## src/hdl/psier_pkg.sv

```systemverilog
// constants for the link status and event enable register bank
package psier_pkg;

  // register indices; byte address is four times the index
  localparam logic [29:0] IDX_STATUS   = 30'h0000_0011;
  localparam logic [29:0] IDX_IRQ_EN   = 30'h0000_0012;
  localparam logic [29:0] IDX_IRQ_STAT = 30'h0000_0013;

  // phy_link_status field positions
  localparam int RATE_HI      = 15;
  localparam int RATE_LO      = 14;
  localparam int DUPLEX_BIT   = 13;
  localparam int PAGE_BIT     = 12;
  localparam int RESOLVED_BIT = 11;
  localparam int LINK_BIT     = 10;
  localparam int XOVER_CD_BIT = 9;
  localparam int XOVER_AB_BIT = 8;
  localparam int DOWNSHIFT_BIT = 7;
  localparam int SLEEP_BIT    = 6;
  localparam int POL_HI       = 5;
  localparam int POL_LO       = 2;
  localparam int RXPOL_BIT    = 1;
  localparam int JABBER_BIT   = 0;

  // event positions, shared by the enable and the event status registers
  localparam int EV_NEG_ERR   = 15;
  localparam int EV_RATE      = 14;
  localparam int EV_DUPLEX    = 13;
  localparam int EV_PAGE      = 12;
  localparam int EV_NEG_DONE  = 11;
  localparam int EV_LINK      = 10;
  localparam int EV_FALSE_CAR = 8;
  localparam int EV_XOVER     = 6;
  localparam int EV_DOWNSHIFT = 5;
  localparam int EV_SLEEP     = 4;
  localparam int EV_WAKE      = 3;

  // writable enable bits; 9, 7 and 2:0 read zero here
  localparam logic [15:0] EV_MASK    = 16'hFD78;
  localparam logic [15:0] EN_RST     = 16'h0000;
  localparam logic [15:0] EV_STAT_RST = 16'h0000;

  // speed codes
  localparam logic [1:0] RATE_10    = 2'h0;
  localparam logic [1:0] RATE_1000  = 2'h2;
  localparam logic [1:0] RATE_RSVD  = 2'h3;

  // synchronised input vector layout
  localparam int SYNC_W = 22;
  localparam logic [21:0] SYNC_RST = 22'h00_4000;

  typedef enum logic [1:0] {
    PSIER_IDLE  = 2'h1,
    PSIER_WRITE = 2'h2
  } psier_phase_e;

endpackage

```

## src/hdl/psier_flag_if.sv

```systemverilog
// sticky flag group carried between the bank and its flag keeper
`timescale 1ns/1ps
interface psier_flag_if #(
  parameter int W = 1
);
  logic [W-1:0] set;
  logic [W-1:0] clr;
  logic [W-1:0] flag;
  modport keeper (input set, input clr, output flag);
  modport user   (output set, output clr, input flag);
endinterface

```

## src/hdl/psier_sticky.sv

```systemverilog
// set-wins sticky flags, cleared by a one-cycle clear
`timescale 1ns/1ps
module psier_sticky #(
  parameter int W = 1
) (
  input  wire logic clk,
  input  wire logic rst_n,
  psier_flag_if.keeper f
);
  logic [W-1:0] flag_r;

  always_ff @(posedge clk or negedge rst_n) begin
    if (!rst_n) begin
      flag_r <= '0;
    end else begin
      flag_r <= (flag_r & ~f.clr) | f.set;
    end
  end

  assign f.flag = flag_r;
endmodule // psier_sticky

```

## src/hdl/psier_sync.sv

```systemverilog
// two flip-flop synchroniser for a vector of asynchronous levels
`timescale 1ns/1ps
module psier_sync #(
  parameter int          W   = 1,
  parameter logic [21:0] RST = 22'h00_0000
) (
  input  wire logic         clk,
  input  wire logic         rst_n,
  input  wire logic [W-1:0] d,
  output logic      [W-1:0] q
);
  logic [W-1:0] meta_r;

  // meta_r feeds only q
  always_ff @(posedge clk or negedge rst_n) begin
    if (!rst_n) begin
      meta_r <= RST[W-1:0];
      q      <= RST[W-1:0];
    end else begin
      meta_r <= d;
      q      <= meta_r;
    end
  end
endmodule // psier_sync

```

## src/hdl/psier_top.sv

```systemverilog
// link status and event enable register bank on an ahb-lite slave
//
// Function
// status bits 15:14 report speed: 10 gigabit, 01 hundred, 00 ten
// status bit 13 reads one for full duplex, zero for half
// status bit 12 latches page arrival, cleared by reading the status word
// status bit 11 is one when negotiation is done or disabled
// status bit 10 follows the live link state without latching
// bits 9 and 8 give crossover of pairs cd and ab, one is mdix
// bit 7 is one only while negotiating with gigabit abilities hidden
// bit 6 reads one while the device sleeps
// bits 5:2 give channel d,c,b,a polarity reversal at gigabit link
// bit 1 gives ten-megabit receive polarity, one correct, resets to one
// bit 0 mirrors jabber and is never cleared by reading
// an event raises the interrupt only when enabled; enables reset zero
// enable bits 15, 14, 13: negotiation error, speed, duplex change
// enable bits 12, 11, 10: page, negotiation done, link change
// enable bits 8, 6, 5, 4, 3; bits 9 and 7 read zero
// event flags set whether or not enabled
// event flags hold events since last read; that read clears them
// speed code 11 is never reported
`timescale 1ns/1ps
module psier_top (
  input  wire logic        hclk,
  input  wire logic        hresetn,
  input  wire logic        hsel,
  input  wire logic [31:0] haddr,
  input  wire logic [1:0]  htrans,
  input  wire logic        hwrite,
  input  wire logic [2:0]  hsize,
  input  wire logic [31:0] hwdata,
  input  wire logic        hready,
  output logic             hreadyout,
  output logic      [31:0] hrdata,
  output logic             hresp,
  input  wire logic [1:0]  resolved_rate_field,
  input  wire logic        full_duplex,
  input  wire logic        neg_enabled,
  input  wire logic        neg_complete,
  input  wire logic        link_up,
  input  wire logic        crossover_pairs_cd,
  input  wire logic        crossover_pairs_ab,
  input  wire logic        downshift_active_flag,
  input  wire logic        sleep_active,
  input  wire logic [3:0]  channel_polarity_reversed,
  input  wire logic        rx_polarity_ok,
  input  wire logic        jabber_seen,
  input  wire logic        neg_error_seen,
  input  wire logic        page_seen,
  input  wire logic        false_carrier_seen,
  input  wire logic        wake_packet_seen,
  output logic             irq
);

  // ---------------------------------------------------------------
  // input synchronisation
  // ---------------------------------------------------------------
  logic [psier_pkg::SYNC_W-1:0] raw_in;
  logic [psier_pkg::SYNC_W-1:0] s;
  logic [psier_pkg::SYNC_W-1:0] s_prev_r;

  assign raw_in = {2'b00,
                   wake_packet_seen,
                   false_carrier_seen,
                   page_seen,
                   neg_error_seen,
                   jabber_seen,
                   rx_polarity_ok,
                   channel_polarity_reversed,
                   sleep_active,
                   downshift_active_flag,
                   crossover_pairs_ab,
                   crossover_pairs_cd,
                   link_up,
                   neg_complete,
                   neg_enabled,
                   full_duplex,
                   resolved_rate_field};

  // all status comes from the phy core domains, so everything is resynced
  psier_sync #(
    .W   (psier_pkg::SYNC_W),
    .RST (psier_pkg::SYNC_RST)
  ) u_sync (
    .clk   (hclk),
    .rst_n (hresetn),
    .d     (raw_in),
    .q     (s)
  );

  // previous sample, for change and edge detection
  always_ff @(posedge hclk or negedge hresetn) begin
    if (!hresetn) begin
      s_prev_r <= psier_pkg::SYNC_RST;
    end else begin
      s_prev_r <= s;
    end
  end

  // ---------------------------------------------------------------
  // decoded status fields
  // ---------------------------------------------------------------
  logic [1:0] rate_raw;
  logic [1:0] rate_prev;
  logic [1:0] rate_rep;
  logic       duplex_s;
  logic       neg_en_s;
  logic       neg_done_s;
  logic       link_s;
  logic       xcd_s;
  logic       xab_s;
  logic       dshift_s;
  logic       sleep_s;
  logic [3:0] pol_s;
  logic       rxpol_s;
  logic       jab_s;
  logic       err_s;
  logic       page_s;
  logic       fcar_s;
  logic       wake_s;

  assign rate_raw   = s[1:0];
  assign rate_prev  = s_prev_r[1:0];
  assign duplex_s   = s[2];
  assign neg_en_s   = s[3];
  assign neg_done_s = s[4];
  assign link_s     = s[5];
  assign xcd_s      = s[6];
  assign xab_s      = s[7];
  assign dshift_s   = s[8];
  assign sleep_s    = s[9];
  assign pol_s      = s[13:10];
  assign rxpol_s    = s[14];
  assign jab_s      = s[15];
  assign err_s      = s[16];
  assign page_s     = s[17];
  assign fcar_s     = s[18];
  assign wake_s     = s[19];

  // a reserved code from the core is reported as ten megabit
  assign rate_rep = (rate_raw == psier_pkg::RATE_RSVD) ? psier_pkg::RATE_10 : rate_raw;

  logic resolved;
  logic dshift_show;
  logic [3:0] pol_show;

  assign resolved    = ~neg_en_s | neg_done_s;
  // only meaningful while negotiation is still running
  assign dshift_show = dshift_s & neg_en_s & ~neg_done_s;
  assign pol_show    = (link_s && rate_rep == psier_pkg::RATE_1000) ? pol_s : 4'h0;

  // ---------------------------------------------------------------
  // event detection
  // ---------------------------------------------------------------
  logic [15:0] ev;

  always_comb begin
    ev = 16'h0000;
    ev[psier_pkg::EV_NEG_ERR]   = err_s & ~s_prev_r[16];
    ev[psier_pkg::EV_RATE]      = rate_raw != rate_prev;
    ev[psier_pkg::EV_DUPLEX]    = duplex_s != s_prev_r[2];
    ev[psier_pkg::EV_PAGE]      = page_s & ~s_prev_r[17];
    ev[psier_pkg::EV_NEG_DONE]  = neg_done_s & ~s_prev_r[4];
    ev[psier_pkg::EV_LINK]      = link_s != s_prev_r[5];
    ev[psier_pkg::EV_FALSE_CAR] = fcar_s & ~s_prev_r[18];
    ev[psier_pkg::EV_XOVER]     = (xcd_s != s_prev_r[6]) | (xab_s != s_prev_r[7]);
    ev[psier_pkg::EV_DOWNSHIFT] = dshift_s & ~s_prev_r[8];
    ev[psier_pkg::EV_SLEEP]     = sleep_s != s_prev_r[9];
    ev[psier_pkg::EV_WAKE]      = wake_s & ~s_prev_r[19];
  end

  // ---------------------------------------------------------------
  // ahb-lite address phase
  // ---------------------------------------------------------------
  logic        take;
  logic        rd_take;
  logic        wr_take;
  logic [29:0] word_idx;
  logic        hit_status;
  logic        hit_en;
  logic        hit_stat;

  assign take     = hsel & hready & htrans[1];
  assign rd_take  = take & ~hwrite;
  assign wr_take  = take & hwrite;
  assign word_idx = haddr[31:2];

  assign hit_status = word_idx == psier_pkg::IDX_STATUS;
  assign hit_en     = word_idx == psier_pkg::IDX_IRQ_EN;
  assign hit_stat   = word_idx == psier_pkg::IDX_IRQ_STAT;

  // zero wait states, always okay
  assign hreadyout = 1'b1;
  assign hresp     = 1'b0;

  // ---------------------------------------------------------------
  // write data phase tracking
  // ---------------------------------------------------------------
  // the data phase edge commits a write; the address phase only arms it
  psier_pkg::psier_phase_e phase_r;
  logic                    wr_en_pend_r;

  always_ff @(posedge hclk or negedge hresetn) begin
    if (!hresetn) begin
      phase_r <= psier_pkg::PSIER_IDLE;
    end else begin
      case (phase_r)
        psier_pkg::PSIER_IDLE: begin
          if (wr_take) begin
            phase_r <= psier_pkg::PSIER_WRITE;
          end
        end
        psier_pkg::PSIER_WRITE: begin
          if (!wr_take) begin
            phase_r <= psier_pkg::PSIER_IDLE;
          end
        end
        default: begin
          phase_r <= psier_pkg::PSIER_IDLE;
        end
      endcase
    end
  end

  always_ff @(posedge hclk or negedge hresetn) begin
    if (!hresetn) begin
      wr_en_pend_r <= 1'b0;
    end else begin
      wr_en_pend_r <= wr_take & hit_en;
    end
  end

  logic wr_en_now;

  assign wr_en_now = (phase_r == psier_pkg::PSIER_WRITE) & wr_en_pend_r;

  // ---------------------------------------------------------------
  // event enable register
  // ---------------------------------------------------------------
  logic [15:0] irq_en_r;
  logic [15:0] irq_en_nxt;

  // reserved and unimplemented bits stay zero
  assign irq_en_nxt = hwdata[15:0] & psier_pkg::EV_MASK;

  always_ff @(posedge hclk or negedge hresetn) begin
    if (!hresetn) begin
      irq_en_r <= psier_pkg::EN_RST;
    end else if (wr_en_now) begin
      irq_en_r <= irq_en_nxt;
    end
  end

  // ---------------------------------------------------------------
  // sticky flags: page bit of the status word and the event word
  // ---------------------------------------------------------------
  psier_flag_if #(.W(1))  page_if ();
  psier_flag_if #(.W(16)) evt_if ();

  assign page_if.set = ev[psier_pkg::EV_PAGE];
  assign page_if.clr = rd_take & hit_status;
  assign evt_if.set  = ev & psier_pkg::EV_MASK;
  assign evt_if.clr  = (rd_take & hit_stat) ? 16'hFFFF : 16'h0000;

  psier_sticky #(.W(1)) u_page (
    .clk   (hclk),
    .rst_n (hresetn),
    .f     (page_if.keeper)
  );

  psier_sticky #(.W(16)) u_evt (
    .clk   (hclk),
    .rst_n (hresetn),
    .f     (evt_if.keeper)
  );

  // ---------------------------------------------------------------
  // status word
  // ---------------------------------------------------------------
  logic [15:0] st_word;

  always_comb begin
    st_word = 16'h0000;
    st_word[psier_pkg::RATE_HI:psier_pkg::RATE_LO] = rate_rep;
    st_word[psier_pkg::DUPLEX_BIT]    = duplex_s;
    st_word[psier_pkg::PAGE_BIT]      = page_if.flag;
    st_word[psier_pkg::RESOLVED_BIT]  = resolved;
    st_word[psier_pkg::LINK_BIT]      = link_s;
    st_word[psier_pkg::XOVER_CD_BIT]  = xcd_s;
    st_word[psier_pkg::XOVER_AB_BIT]  = xab_s;
    st_word[psier_pkg::DOWNSHIFT_BIT] = dshift_show;
    st_word[psier_pkg::SLEEP_BIT]     = sleep_s;
    st_word[psier_pkg::POL_HI:psier_pkg::POL_LO] = pol_show;
    st_word[psier_pkg::RXPOL_BIT]     = rxpol_s;
    st_word[psier_pkg::JABBER_BIT]    = jab_s;
  end

  // ---------------------------------------------------------------
  // read data, registered at the address phase edge
  // ---------------------------------------------------------------
  logic [15:0] en_view;
  logic [15:0] rd_word;

  // a read right behind a write to the enables sees the new value
  assign en_view = wr_en_now ? irq_en_nxt : irq_en_r;

  always_comb begin
    rd_word = 16'h0000;
    if (hit_status) begin
      rd_word = st_word;
    end else if (hit_en) begin
      rd_word = en_view;
    end else if (hit_stat) begin
      rd_word = evt_if.flag;
    end
  end

  always_ff @(posedge hclk or negedge hresetn) begin
    if (!hresetn) begin
      hrdata <= 32'h0000_0000;
    end else if (rd_take) begin
      hrdata <= {16'h0000, rd_word};
    end
  end

  // ---------------------------------------------------------------
  // interrupt output
  // ---------------------------------------------------------------
  always_ff @(posedge hclk or negedge hresetn) begin
    if (!hresetn) begin
      irq <= 1'b0;
    end else begin
      irq <= |(evt_if.flag & irq_en_r);
    end
  end

  // unused bus inputs: only whole-word transfers are expected
  logic unused_ok;

  assign unused_ok = &{1'b0, hsize, htrans[0], hwdata[31:16], s[21:20]};

endmodule // psier_top
```

## config.mk

```make
export PLATFORM = sky130hd
export DESIGN_NAME = psier_top
export DESIGN_NICKNAME = d
export VERILOG_FILES = /design/src/hdl/psier_pkg.sv /design/src/hdl/psier_flag_if.sv /design/src/hdl/psier_sticky.sv /design/src/hdl/psier_sync.sv /design/src/hdl/psier_top.sv
export SDC_FILE = /design/constraint.sdc
export NUM_CORES = 1
export LEC_CHECK = 0
export BUFFER_PORTS_ARGS = -buffer_cell sky130_fd_sc_hd__buf_4
export CORE_MARGIN = 1
export CORE_UTILIZATION = 51
export CTS_BUF_LIST = sky130_fd_sc_hd__clkbuf_8 sky130_fd_sc_hd__clkbuf_16
export DETAILED_ROUTE_END_ITERATION = 16
export PLACE_DENSITY = 0.8
export REMOVE_ABC_BUFFERS = 1
export SYNTH_ARGS = -nofsm -noshare
export SYNTH_HDL_FRONTEND = slang
export SYNTH_SLANG_ARGS = --single-unit
```

## constraint.sdc

```tcl
create_clock -name hclk -period 2.15 [get_ports hclk]
set_input_delay 0 -clock hclk [delete_from_list [all_inputs] [get_ports hclk]]
set_output_delay 0 -clock hclk [all_outputs]
set_load 0.05 [all_outputs]
```

# After elaboration in Yosys (flattened, before gate mapping)
# Index checks and enable logic that the tools add are counted.
op_classes:
  reduce_logical: 3
  n_eq_ne: 15
  bitwise: 34
  muxes: 10
ops:
  columns: ["operator", "count"]
  rows:
  - ["equality test 30 x 5 -> 1 bit (second input constant)", 3]
  - ["2-to-1 mux 16 bit", 5]
  - ["bitwise AND 16 bit", 2]
  - ["bitwise AND 1 bit", 17]
  - ["inverter 16 bit", 1]
  - ["OR 16 bit", 1]
  - ["OR reduction 16 bit", 1]
  - ["inverter 1 bit", 10]
  - ["equality test 2 bit (second input constant)", 3]
  - ["2-to-1 mux 2 bit", 3]
  - ["inequality test 1 bit", 5]
  - ["2-to-1 mux 4 bit", 1]
  - ["inequality test 2 bit (second input constant)", 2]
  - ["one-hot mux 2 bit (2 select lines)", 1]
  - ["OR 1 bit", 3]
  - ["equality test 2 x 1 -> 1 bit (second input constant)", 1]
  - ["inequality test 2 bit", 1]
  - ["AND reduction 2 bit", 1]
  - ["logical AND 1 bit", 1]
totals:
  word_cells: 72
  register_bits: 113
  in_bits: 94

# Depth between registers and ports, before layout
# Gate-level depths: netlist of run 1.
depth:
  word_depth: 8
  ltp_mapped: 7
  depth_no_buf: 5

# Hierarchy
# A second synthesis of run 1 with hierarchy kept.
unflattened:
  cells_unflattened: 314
  hier_area_um2: 4077.7
modules_own_cells:
  columns: ["module", "cells_each", "area_each_um2", "instances"]
  rows:
  - ["psier_top", 219, 2357.3, 1]
  - ["psier_sync", 44, 1103.6, 1]
  - ["psier_sticky (u_evt)", 48, 580.6, 1]
  - ["psier_sticky (u_page)", 3, 36.3, 1]

# Worst setup path after synthesis of run 1
# No wires, ideal clock.
synth_path:
  path_type: "reg2reg"
  start: "register phase_r[0]"
  end: "register hrdata[13]"
  arrival_ns: 1.520
  setup_time_ns: 0.122
  slack_ns: 0.508
  path_buffers: 2
  stages_incl_launch_ff: 8
  synth_period_minus_slack_ns: 1.642
  cell_sequence: "dfstp_2 -> nand3b_1 -> buf_2 -> buf_2 -> mux2i_1 -> o22ai_1 -> o2111ai_1 -> nand2_1"
synth_between:
  elab_chain_len: 5
synth_rtl:
  columns: ["element", "line", "source"]
  rows:
  - ["start: declaration", "psier_top.sv:200", "psier_pkg::psier_phase_e phase_r;"]
  - ["start signal: assignment", "psier_top.sv:205", "phase_r <= psier_pkg::PSIER_IDLE;"]
  - ["start signal: assignment", "psier_top.sv:210", "phase_r <= psier_pkg::PSIER_WRITE;"]
  - ["start signal: assignment", "psier_top.sv:215", "phase_r <= psier_pkg::PSIER_IDLE;"]
  - ["equality test 2 bit", "psier_top.sv:235", "assign wr_en_now = (phase_r == psier_pkg::PSIER_WRITE) & wr_en_pend_r;"]
  - ["bitwise AND 1 bit", "psier_top.sv:235", null]
  - ["2-to-1 mux 16 bit", "psier_top.sv:305", "assign en_view = wr_en_now ? irq_en_nxt : irq_en_r;"]
  - ["2-to-1 mux 16 bit", "psier_top.sv:311", "end else if (hit_en) begin"]
  - ["2-to-1 mux 16 bit", "psier_top.sv:309", "if (hit_status) begin"]
  - ["end signal: assignment", "psier_top.sv:322", "hrdata <= {16'h0000, rd_word};"]
  - ["end: declaration", "psier_top.sv:34", "output logic [31:0] hrdata,"]
# Every way passes these cells.
# A chain may end at the register's enable or synchronous reset.

==> results.tsv, run 1 <==
stage	metric	value	unit
grt	first-pass GRT wire length	14600	um
timing	final slew viol count	0	
logic_synthesis	Yosys top cell by area	dfrtp_1	
routing	Pre-Repair DR Iteration Count	4	
pwr	internal power	2.73	mW
worst_setup_path	CP Class	reg2reg	
finish	layout cells sized above 1	0.264	
grt	total gr overflow	0	
worst_setup_path	Register-to-Register Path Depth	5	
logic_synthesis	Compound-Gate Fraction of Synth Area	0.103	
timing	final-report setup violation count	0	
worst_setup_path	startpoint types	flop	
logic_synthesis	main combinational cell family by area after synthesis	simple AND/OR/NAND/NOR gates	
finish	layout filler cell count	570	
worst_setup_path	crit-path max FO	17	
logic_synthesis	cells after synthesis	325	
worst_setup_path	reg-to-reg endpoint	hrdata[0]	
min_path	WHS Endpoint	wr_en_pend_r	
logic_synthesis	mux cell area share after synthesis	0.0265	
clocking	post-CTS setup buffers	0	
finish	# diodes	0	
finish	Nets	544	
clocking	Worst-Skew Late Latency	0.36	ns
outcome	status	finished, final reports clean	
pwr	sw power	1.01	mW
logic_synthesis	Syn Area/Cell	12.8	um2
logic_synthesis	register area share after synthesis	0.639	
routing	DRC	0	
die	Die Wd	92.3	um
worst_setup_path	FF-to-FF Start	phase_r[0]	
die	DIE AREA	8510	um2
clocking	clock-pin slew on the worst setup and hold paths	0.09	ns
timing	Worst-Margin Slew	0.613	ns
pwr	Max VDD drop	0.000505	V
die	core area	7810	um2
logic_synthesis	main area contributors after synthesis	dfrtp_1 (62%), buf_4 (3.3%), nor4_4 (3.1%), mux2i_1 (2.6%), nor2b_1 (2.1%)	
clocking	Max clock buf depth	2	
grt	vias in the first global route	3014	
clocking	Root Driver	clkbuf_8	
min_path	Hold WC Path Type	in2reg	
pwr	Power per Cell Area	696	nW/um2
clocking	CTS tree	built	
grt	Tot GR Track Use	0.231	
timing	Fin. Hold Viols	0	
logic_synthesis	synth unique cells	40	
min_path	worst hold start	haddr[7]	
finish	Layout area overhead	29.4	%
routing	Detailed Route Iter0 Violations	264	
place	Port Buffer Count	83	
timing	fmax	0.559	GHz
die	Initial Utilization	0.532	
finish	Design Area, Final	5380	um2
pwr	part of the power in the clock network	0.289	
pwr	power consumption	3.74	mW
timing	Worst slew margin	0.591	
worst_setup_path	CP arrival	2.06	ns
grt	initial antenna violation count	0	
logic_synthesis	Seq cells post-synth	106	
clocking	H-tree depth	3	
pwr	sw frac	0.270	
clocking	post_cts resized	0	
die	Boundary Pins	129	
flow_run	MaxCap Viol Count	0	
timing	minimum clock period after layout	1.79	ns
routing	Avg Vias per Cell	5.25	
die	Die Y	92.3	um
place	Placed Area	4860	um2
place	Post-DP HPWL	6070	um
logic_synthesis	top cell type's share of synthesized area	0.620	
worst_setup_path	critical path capture point type	flop	
logic_synthesis	XOR/XNOR share of the synthesized area	0.0169	
routing	WL/cell	16.3	um
worst_setup_path	Req. time, crit path	2.42	ns
clocking	# clock sinks	106	
pwr	Pleak	2.55	nW
timing	RSZ-0062 raised after global routing	no	
routing	antenna-violating nets left	0	
clocking	CTS buffer count	9	
pwr	Logic pwr share	0.142	
die	FP Rows	32	
timing	clock skew	0.0107	ns
min_path	hold-critical path depth	4	
routing	Via Count	2919	
logic_synthesis	adder-cell share of the synthesized area	0	
place	global placer's final weighted congestion	0.847	
worst_setup_path	CP startpoint	phase_r[0]	
grt	largest net degree at the start of global routing	52	
worst_setup_path	reg2reg setup slack	0.36	ns
clocking	CTS Hold Bufs	34	
routing	final wirelength	9050	um
logic_synthesis	Simple-Gate Fraction of Synth Area	0.150	
timing	Final period util	0.832	
logic_synthesis	Synth Cell Area	4160	um2
pwr	Sequential Power Share	0.569	
logic_synthesis	Syn. warnings	0	
timing	TNS Setup	0	ns
-- worst max-delay path, stage by stage, from the launching register on --
cell      delay (ns)
dfstp_2         0.54
nand3b_1        0.11
buf_4           0.27
nor3b_2         0.42
a21oi_1         0.14
nor3_1          0.22
-- power groups by stage --
stage / logic (mW) / registers [mW] / clock network (mW)
floorplan: 0.148 / 2.26 / 0
finish: 0.531 / 2.13 / 1.08
global placement: 0.473 / 2.17 / 0
global route: 0.568 / 2.14 / 1.19
CTS: 0.533 / 2.13 / 1.10
detailed placement: 0.482 / 2.17 / 0
-- synthesized netlist by cell type --
master,count
dfrtp_1,103
nand2_1,22
inv_1,19
buf_4,18
nor2_1,14
nor2b_1,14
mux2i_1,11
o22ai_1,11
and2_1,10
a22o_1,9
xor2_1,8
nor3_1,7
a21oi_1,6
a221oi_1,6
clkbuf_1,6
nor4_4,6
nand4_1,5
o2111ai_1,5
o21ai_0,5
a21o_1,4
a31oi_1,3
a32o_1,3
and4_1,3
buf_2,3
dfstp_2,3
o31ai_1,3
a211o_1,2
conb_1,2
nand4_4,2
nor4b_1,2
and3b_1,1
buf_6,1
clkbuf_2,1
nand3_1,1
nand3b_1,1
nor2_4,1
nor3b_1,1
nor3b_2,1
o2bb2ai_1,1
or2_1,1
-- final cells by class --
cell class                      instances  area (um2)  share of cell area
Clock buffer                           10         138              0.0256
Timing Repair Buffer                  127        1050               0.196
Clock inverter                          5        32.5             0.00605
Inverter                               19        71.3              0.0133
Multi-Input combinational cell        187        1300               0.242
Sequential cell                       106        2660               0.494
Tap cell                              102         128              0.0237
-- worst max path at each step --
| stage | end | slack [ns] |
|---|---|---|
| 6_report | hrdata[0] | 0.36 |
| 5_1_grt | hrdata[0] | 0.27 |
| 4_1_cts | hrdata[0] | 0.36 |
| 3_5_place_dp | hrdata[0] | 0.38 |
| 3_3_place_gp | u_evt.f.flag[6] | 0.43 |
| 2_1_floorplan | hrdata[11] | 0.38 |
-- metrics by stage --
step           hold WS (ns)  utilization  setup slack (ns)  cells
2_1_floorplan        -0.296            -             0.383    312
6_report             0.0301        0.688             0.360    556
3_5_place_dp         0.0616        0.623             0.383    507
5_1_grt              0.0433        0.688             0.272    556
3_3_place_gp         0.0522        0.623             0.434    507
4_1_cts              0.0282        0.688             0.358    556
-- sequential cells by signal, summed over array words and instances, names as in the netlist, 2 cells and up --
signal and flops:
u_sync.meta_r 20, u_sync.q 20, hrdata 16, irq_en_r 16, u_evt.f.flag 16, s_prev_r 13
phase_r 2
-- routing by layer --
metal / vias to the layer above / GRT usage / part of all wire
li1: 1344 / - / -
met1: 1438 / 0.302 / 0.42
met2: 124 / 0.386 / 0.51
met3: 13 / 0.0381 / 0.054
met4: 0 / 0.0924 / 0.015
met5: - / 0 / 0
-- kinds of logic (layout without fill, tap and decap cells) --
kind of cell / count (synthesis) / in the layout
compound gates: 58 / 58
buf+inv: 48 / 161
other cells: 2 / 18
simple gates: 92 / 92
xor+xnor: 8 / 8
mux: 11 / 11
flops: 106 / 106
-- cell usage in the layout, fill, tap and decap left out, types with 7 or more instances in the layout --
master         Yosys  final
dlygate4sd3_1      0     34
mux2i_1           11     11
a22o_1             9      9
and2_1            10     10
conb_1             2     18
o22ai_1           11     11
clkbuf_8           0     10
buf_4             18     92
nor3_1             7      7
inv_1             19     20
dfrtp_1          103    103
nor2_1            14     14
xor2_1             8      8
nand2_1           22     22
nor2b_1           14     14
(Power assumes the default switching activity.)
==> inputs of run 2 (changes only) <==
--- a/config.mk
+++ b/config.mk
@@ -7,10 +7,10 @@
 export LEC_CHECK = 0
 export BUFFER_PORTS_ARGS = -buffer_cell sky130_fd_sc_hd__buf_4
 export CORE_MARGIN = 1
-export CORE_UTILIZATION = 51
+export CORE_UTILIZATION = 46
 export CTS_BUF_LIST = sky130_fd_sc_hd__clkbuf_8 sky130_fd_sc_hd__clkbuf_16
 export DETAILED_ROUTE_END_ITERATION = 16
-export PLACE_DENSITY = 0.8
+export PLACE_DENSITY = 0.76
 export REMOVE_ABC_BUFFERS = 1
 export SYNTH_ARGS = -nofsm -noshare
 export SYNTH_HDL_FRONTEND = slang
==> constraint.sdc (replaced) <==
create_clock -name hclk -period 1.4 [get_ports hclk]
set_input_delay 0 -clock hclk [delete_from_list [all_inputs] [get_ports hclk]]
set_output_delay 0 -clock hclk [all_outputs]
set_load 0.05 [all_outputs]
==> run 2 against run 1 <==
Against the previous run: clock power up 64%; design area up 8.6%; total power up 59%; the flow now finishes with violations (setup timing); largest cell class unchanged; critical endpoint is now hrdata[15]; setup slack worse by 0.61 ns; fmax up 8.7%; sequential share of layout area down 3.9 points; cell count up 7.4%; combinational power up 69%; core utilization down 1.9 points; wire length up 11%; sequential power up 54%; critical path type unchanged.
==> results.tsv, run 2 (synthesis gave the netlist of run 1 again) <==
stage	metric	value	unit
outcome	status	finished with violations	
outcome	failing checks	setup timing	
routing	Via Count	3108	
die	DIE AREA	9420	um2
place	pre-CTS setup slack	-0.200	ns
pwr	Max VDD drop	0.000690	V
pwr	Logic pwr share	0.151	
die	Initial Utilization	0.476	
worst_setup_path	crit-path max FO	6	
grt	first-pass GRT wire length	16500	um
worst_setup_path	Crit path max-delay family	flip-flops	
place	Post-Place Cells	540	
routing	wire length on met2	5080	um
pwr	internal power	4.32	mW
grt	Tot GR Track Use	0.227	
routing	antenna-violating nets left	0	
grt	initial antenna violation count	1	
finish	Layout area overhead	40.5	%
timing	clock skew	0.0113	ns
timing	Hold WS	0.0126	ns
clocking	Worst-Skew Late Latency	0.36	ns
worst_setup_path	Crit path largest cell delay	0.54	ns
finish	layout cells sized above 1	0.370	
clocking	H-tree depth	3	
clocking	# clock sinks	106	
finish	biggest regs	u_sync.meta_r x20, u_sync.q x20	
pwr	Power per Cell Area	1020	nW/um2
worst_setup_path	critical path capture point type	flop	
place	Placed Area	5100	um2
worst_setup_path	Req. time, crit path	1.65	ns
place	Post-DP HPWL	7130	um
die	Die Y	97.0	um
timing	final-report setup violation count	23	
finish	# diodes	0	
worst_setup_path	startpoint types	flop	
finish	Layout Cells excl Fill	597	
routing	Pre-Repair DR Iteration Count	4	
routing	M1 WL	4160	um
clocking	clock-pin slew on the worst setup and hold paths	0.10	ns
pwr	part of the power in the clock network	0.298	
finish	Layout Utilization	0.669	
pwr	Pleak	2.71	nW
timing	Final period util	1.18	
worst_setup_path	crit-path cells	nand3b_1, buf_12, mux2i_2, o22ai_1, a32o_1	
grt	largest net degree at the start of global routing	35	
timing	final setup margin	-0.246	ns
finish	most common cell after layout, fill and taps aside	buf_4	
worst_setup_path	CP arrival	1.90	ns
clocking	Root Driver	clkbuf_8	
clocking	CTS tree	built	
routing	final wirelength	10100	um
die	Die Wd	97.0	um
pwr	Sequential Power Share	0.552	
routing	Max Used Layer	met4	
die	Boundary Pins	129	
pwr	sw frac	0.273	
place	global placer's final weighted congestion	0.839	
timing	minimum clock period after layout	1.65	ns
routing	DRC	0	
die	core area	8720	um2
timing	RSZ-0062 raised after global routing	yes	
routing	met3 routed WL	645	um
timing	final slew viol count	0	
pwr	sw power	1.62	mW
grt	vias in the first global route	3313	
worst_setup_path	slowest CP cell	dfstp_2	
finish	Nets	578	
flow_run	MaxCap Viol Count	0	
timing	fmax	0.608	GHz
grt	total gr overflow	0	
min_path	Hold WC Path Type	in2reg	
clocking	CTS buffer count	9	
routing	Avg Vias per Cell	5.21	
timing	TNS Setup	-3.15	ns
finish	most frequent cells in the layout	buf_4 (118), dfrtp_1 (103), dlygate4sd3_1 (34), nand2_1 (22), conb_1 (18)	
routing	WL/cell	16.9	um
die	FP Rows	34	
worst_setup_path	CP Class	reg2reg	
finish	Design Area, Final	5840	um2
pwr	power consumption	5.95	mW
timing	Fin. Hold Viols	0	
clocking	Max clock buf depth	2	
place	Port Buffer Count	83	
routing	Detailed Route Iter0 Violations	131	
worst_setup_path	Buf/Inv on CP	1	
run 2: power groups by stage:
stage / sequential, mW / clock, mW / combinational, mW
after floorplan: 3.48 / 0 / 0.228
after global placement: 3.33 / 0 / 0.773
after detailed placement: 3.34 / 0 / 0.789
after CTS: 3.28 / 1.80 / 0.880
after global routing: 3.30 / 1.91 / 0.957
final: 3.28 / 1.77 / 0.895
run 2: final cells by class:
class                           instances  area, um2
Clock buffer                           11        151
Fill cell                             617       2880
Tap cell                              108        135
Sequential cell                       106       2660
Clock inverter                          5       37.5
Timing Repair Buffer                  161       1350
Multi-Input combinational cell        187       1430
Inverter                               19       71.3
run 2: worst paths after layout:
check | end | depth (start not counted) | slack, ns | start
max | hrdata[15] | 5 | -0.25 | phase_r[0]
min | phase_r[1] | 3 | 0.01 | htrans[1]
max in group asynchronous | irq_en_r[8] | 3 | 0.76 | hresetn
min in group asynchronous | u_sync.meta_r[2] | 2 | 0.12 | hresetn
min reg2reg | u_sync.q[7] | 0 | 0.35 | u_sync.meta_r[7]
max reg2reg | hrdata[15] | 5 | -0.25 | phase_r[0]
run 2: repair_timing:
action / CTS / global route
buffers inserted: 5 / 3
gates resized for setup: 18 / 19
hold buffers: 34 / 0
endpoints found under the hold margin: 138 / 0
endpoints found under the setup margin: 17 / 25
pin swaps: 23 / 10
cloned: 1 / 0
run 2: layer usage:
metal,up-vias,global-route usage
li1,1415,-
met1,1549,0.293
met2,127,0.376
met3,17,0.0470
met4,0,0.0850
met5,-,0
run 2: worst min-delay path: cells and delay by family:
kind          cells  cell delay, ns
buf+inv           1            0.11
simple gates      2            0.22
==> inputs of run 3 (changes only) <==
--- a/config.mk
+++ b/config.mk
@@ -11,7 +11,6 @@
 export CTS_BUF_LIST = sky130_fd_sc_hd__clkbuf_8 sky130_fd_sc_hd__clkbuf_16
 export DETAILED_ROUTE_END_ITERATION = 16
 export PLACE_DENSITY = 0.76
-export REMOVE_ABC_BUFFERS = 1
 export SYNTH_ARGS = -nofsm -noshare
 export SYNTH_HDL_FRONTEND = slang
 export SYNTH_SLANG_ARGS = --single-unit
==> run 3 against run 2 <==
Against the previous run: fmax grew 5.2%; clock power is 18% higher; critical endpoint is now hrdata[5]; via count shrank 3.4%; first-iteration DRC count up 52%; sequential power barely moved; the run still ends with setup timing left; die area did not move; non-clock buffer count down 16; cell count shrank 2.7%; critical path depth increased by 2; count of clock-buffer cells in the layout down 1; total power rose by 4.6%; clock skew decreased by 0.0048 ns.
==> results.tsv, run 3 (synthesis gave the netlist of run 1 again) <==
stage	metric	value	unit
grt	initial antenna violation count	0	
clocking	clock-pin slew on the worst setup and hold paths	0.10	ns
routing	wire length on met2	4840	um
worst_setup_path	CP Class	reg2reg	
die	Boundary Pins	129	
pwr	part of the power in the clock network	0.336	
routing	final wirelength	9470	um
timing	TNS Setup	-2.16	ns
die	core area	8720	um2
finish	layout cells sized above 1	0.317	
worst_setup_path	reg-to-reg endpoint	hrdata[5]	
die	Die Wd	97.0	um
routing	DRC	0	
flow_run	MaxCap Viol Count	0	
finish	Layout Utilization	0.649	
routing	Via Count	3002	
timing	Final period util	1.12	
routing	Detailed Route Iter0 Violations	199	
clocking	# clock sinks	106	
grt	Tot GR Track Use	0.207	
routing	met3 routed WL	562	um
place	Port Buffer Count	83	
die	Initial Utilization	0.476	
timing	minimum clock period after layout	1.56	ns
finish	Layout Cells excl Fill	581	
finish	Layout area overhead	36.3	%
clocking	Worst-Skew Late Latency	0.37	ns
finish	Nets	562	
grt	first-pass GRT wire length	15100	um
routing	M1 WL	3910	um
timing	final-report setup violation count	17	
timing	final setup margin	-0.164	ns
worst_setup_path	FF-to-FF Start	phase_r[0]	
worst_setup_path	crit-path max FO	17	
timing	fmax	0.639	GHz
finish	biggest regs	u_sync.meta_r x20, u_sync.q x20	
pwr	sw power	1.62	mW
die	Die Y	97.0	um
clocking	Max clock buf depth	2	
place	Post-DP HPWL	6430	um
pwr	Sequential Power Share	0.527	
pwr	Max VDD drop	0.000821	V
grt	largest net degree at the start of global routing	48	
worst_setup_path	Req. time, crit path	1.66	ns
outcome	failing checks	setup timing	
timing	clock skew	0.00645	ns
timing	final slew viol count	0	
finish	most frequent cells in the layout	buf_4 (107), dfrtp_1 (103), dlygate4sd3_1 (34), nand2_1 (22), inv_1 (19)	
clocking	CTS tree	built	
worst_setup_path	CP arrival	1.82	ns
pwr	Logic pwr share	0.138	
clocking	Root Driver	clkbuf_8	
worst_setup_path	startpoint types	flop	
die	DIE AREA	9420	um2
routing	Max Used Layer	met4	
pwr	sw frac	0.261	
worst_setup_path	Register-to-Register Path Depth	7	
timing	RSZ-0062 raised after global routing	yes	
timing	Fin. Hold Viols	0	
worst_setup_path	reg2reg setup slack	-0.16	ns
pwr	internal power	4.60	mW
place	pre-CTS setup slack	-0.138	ns
place	Post-Place Cells	530	
worst_setup_path	critical path capture point type	flop	
pwr	Pleak	2.67	nW
routing	antenna-violating nets left	0	
pwr	Power per Cell Area	1100	nW/um2
clocking	H-tree depth	3	
outcome	status	finished with violations	
die	FP Rows	34	
grt	vias in the first global route	3016	
finish	# diodes	0	
routing	Pre-Repair DR Iteration Count	4	
clocking	CTS buffer count	9	
grt	total gr overflow	0	
routing	WL/cell	16.3	um
min_path	Hold WC Path Type	in2async	
routing	Avg Vias per Cell	5.17	
place	global placer's final weighted congestion	0.810	
finish	most common cell after layout, fill and taps aside	buf_4	
timing	Hold WS	0.0518	ns
## run 3: cell types whose count changed in the layout (fill, tap and decap cells not counted), moves of 4 or more
cell	previous run	this run
mux2i_1	2	7
mux2i_4	5	1
inv_2	5	0
buf_4	118	107
inv_1	14	19
buf_6	6	0
## run 3: final cells by class
class | count | area, um2
clock buffer | 10 | 138
timing repair buffer | 145 | 1220
sequential | 106 | 2660
fill | 622 | 3060
clock inverter | 6 | 90.1
tap | 108 | 135
multi-input combinational | 187 | 1350
inverter | 19 | 71.3
## run 3: how the worst max path moves through the flow
stage                     startpoint    endpoint  slack, ns  depth (start not counted)
after detailed placement  phase_r[0]   hrdata[6]      -0.14                          6
after global routing      phase_r[0]  hrdata[12]      -0.27                          6
after global placement    phase_r[0]   hrdata[6]      -0.11                          6
after CTS                 phase_r[0]   hrdata[2]      -0.16                          6
after floorplan           phase_r[0]  hrdata[13]      -0.07                          7
final                     phase_r[0]   hrdata[5]      -0.16                          7
## run 3: power by group through the flow
stage	Combinational [mW]	Clock [mW]	Sequential, mW
global placement	0.749	0	3.33
floorplan	0.275	0	3.48
finish	0.856	2.09	3.28
CTS	0.844	2.11	3.28
detailed placement	0.763	0	3.34
global route	0.909	2.23	3.30
## run 3: what timing repair did
action	in CTS	in global routing
setup endpoints to repair	16	26
resized for setup	4	7
endpoints found under the hold margin	137	0
hold buffers	34	0
setup buffers	0	1
## run 3: stage by stage
stage	power [mW]	area, um2
CTS	6.24	5620
global placement	4.08	5040
detailed placement	4.10	5040
finish	6.22	5660
global route	6.44	5660
floorplan	3.75	4230
## run 3: worst max-delay path, stage by stage, from the launching register on
cell and delay (ns):
dfstp_2 0.54, nand3b_1 0.14, buf_12 0.18, buf_4 0.14, mux2i_4 0.21, o22ai_1 0.10, nand2_1 0.09, a21oi_2 0.05
## run 3: metal layers
metal | track usage | up-vias
met2 | 0.341 | 111
met5 | 0 | -
met3 | 0.0340 | 15
met1 | 0.278 | 1493
li1 | - | 1383
met4 | 0.0792 | 0
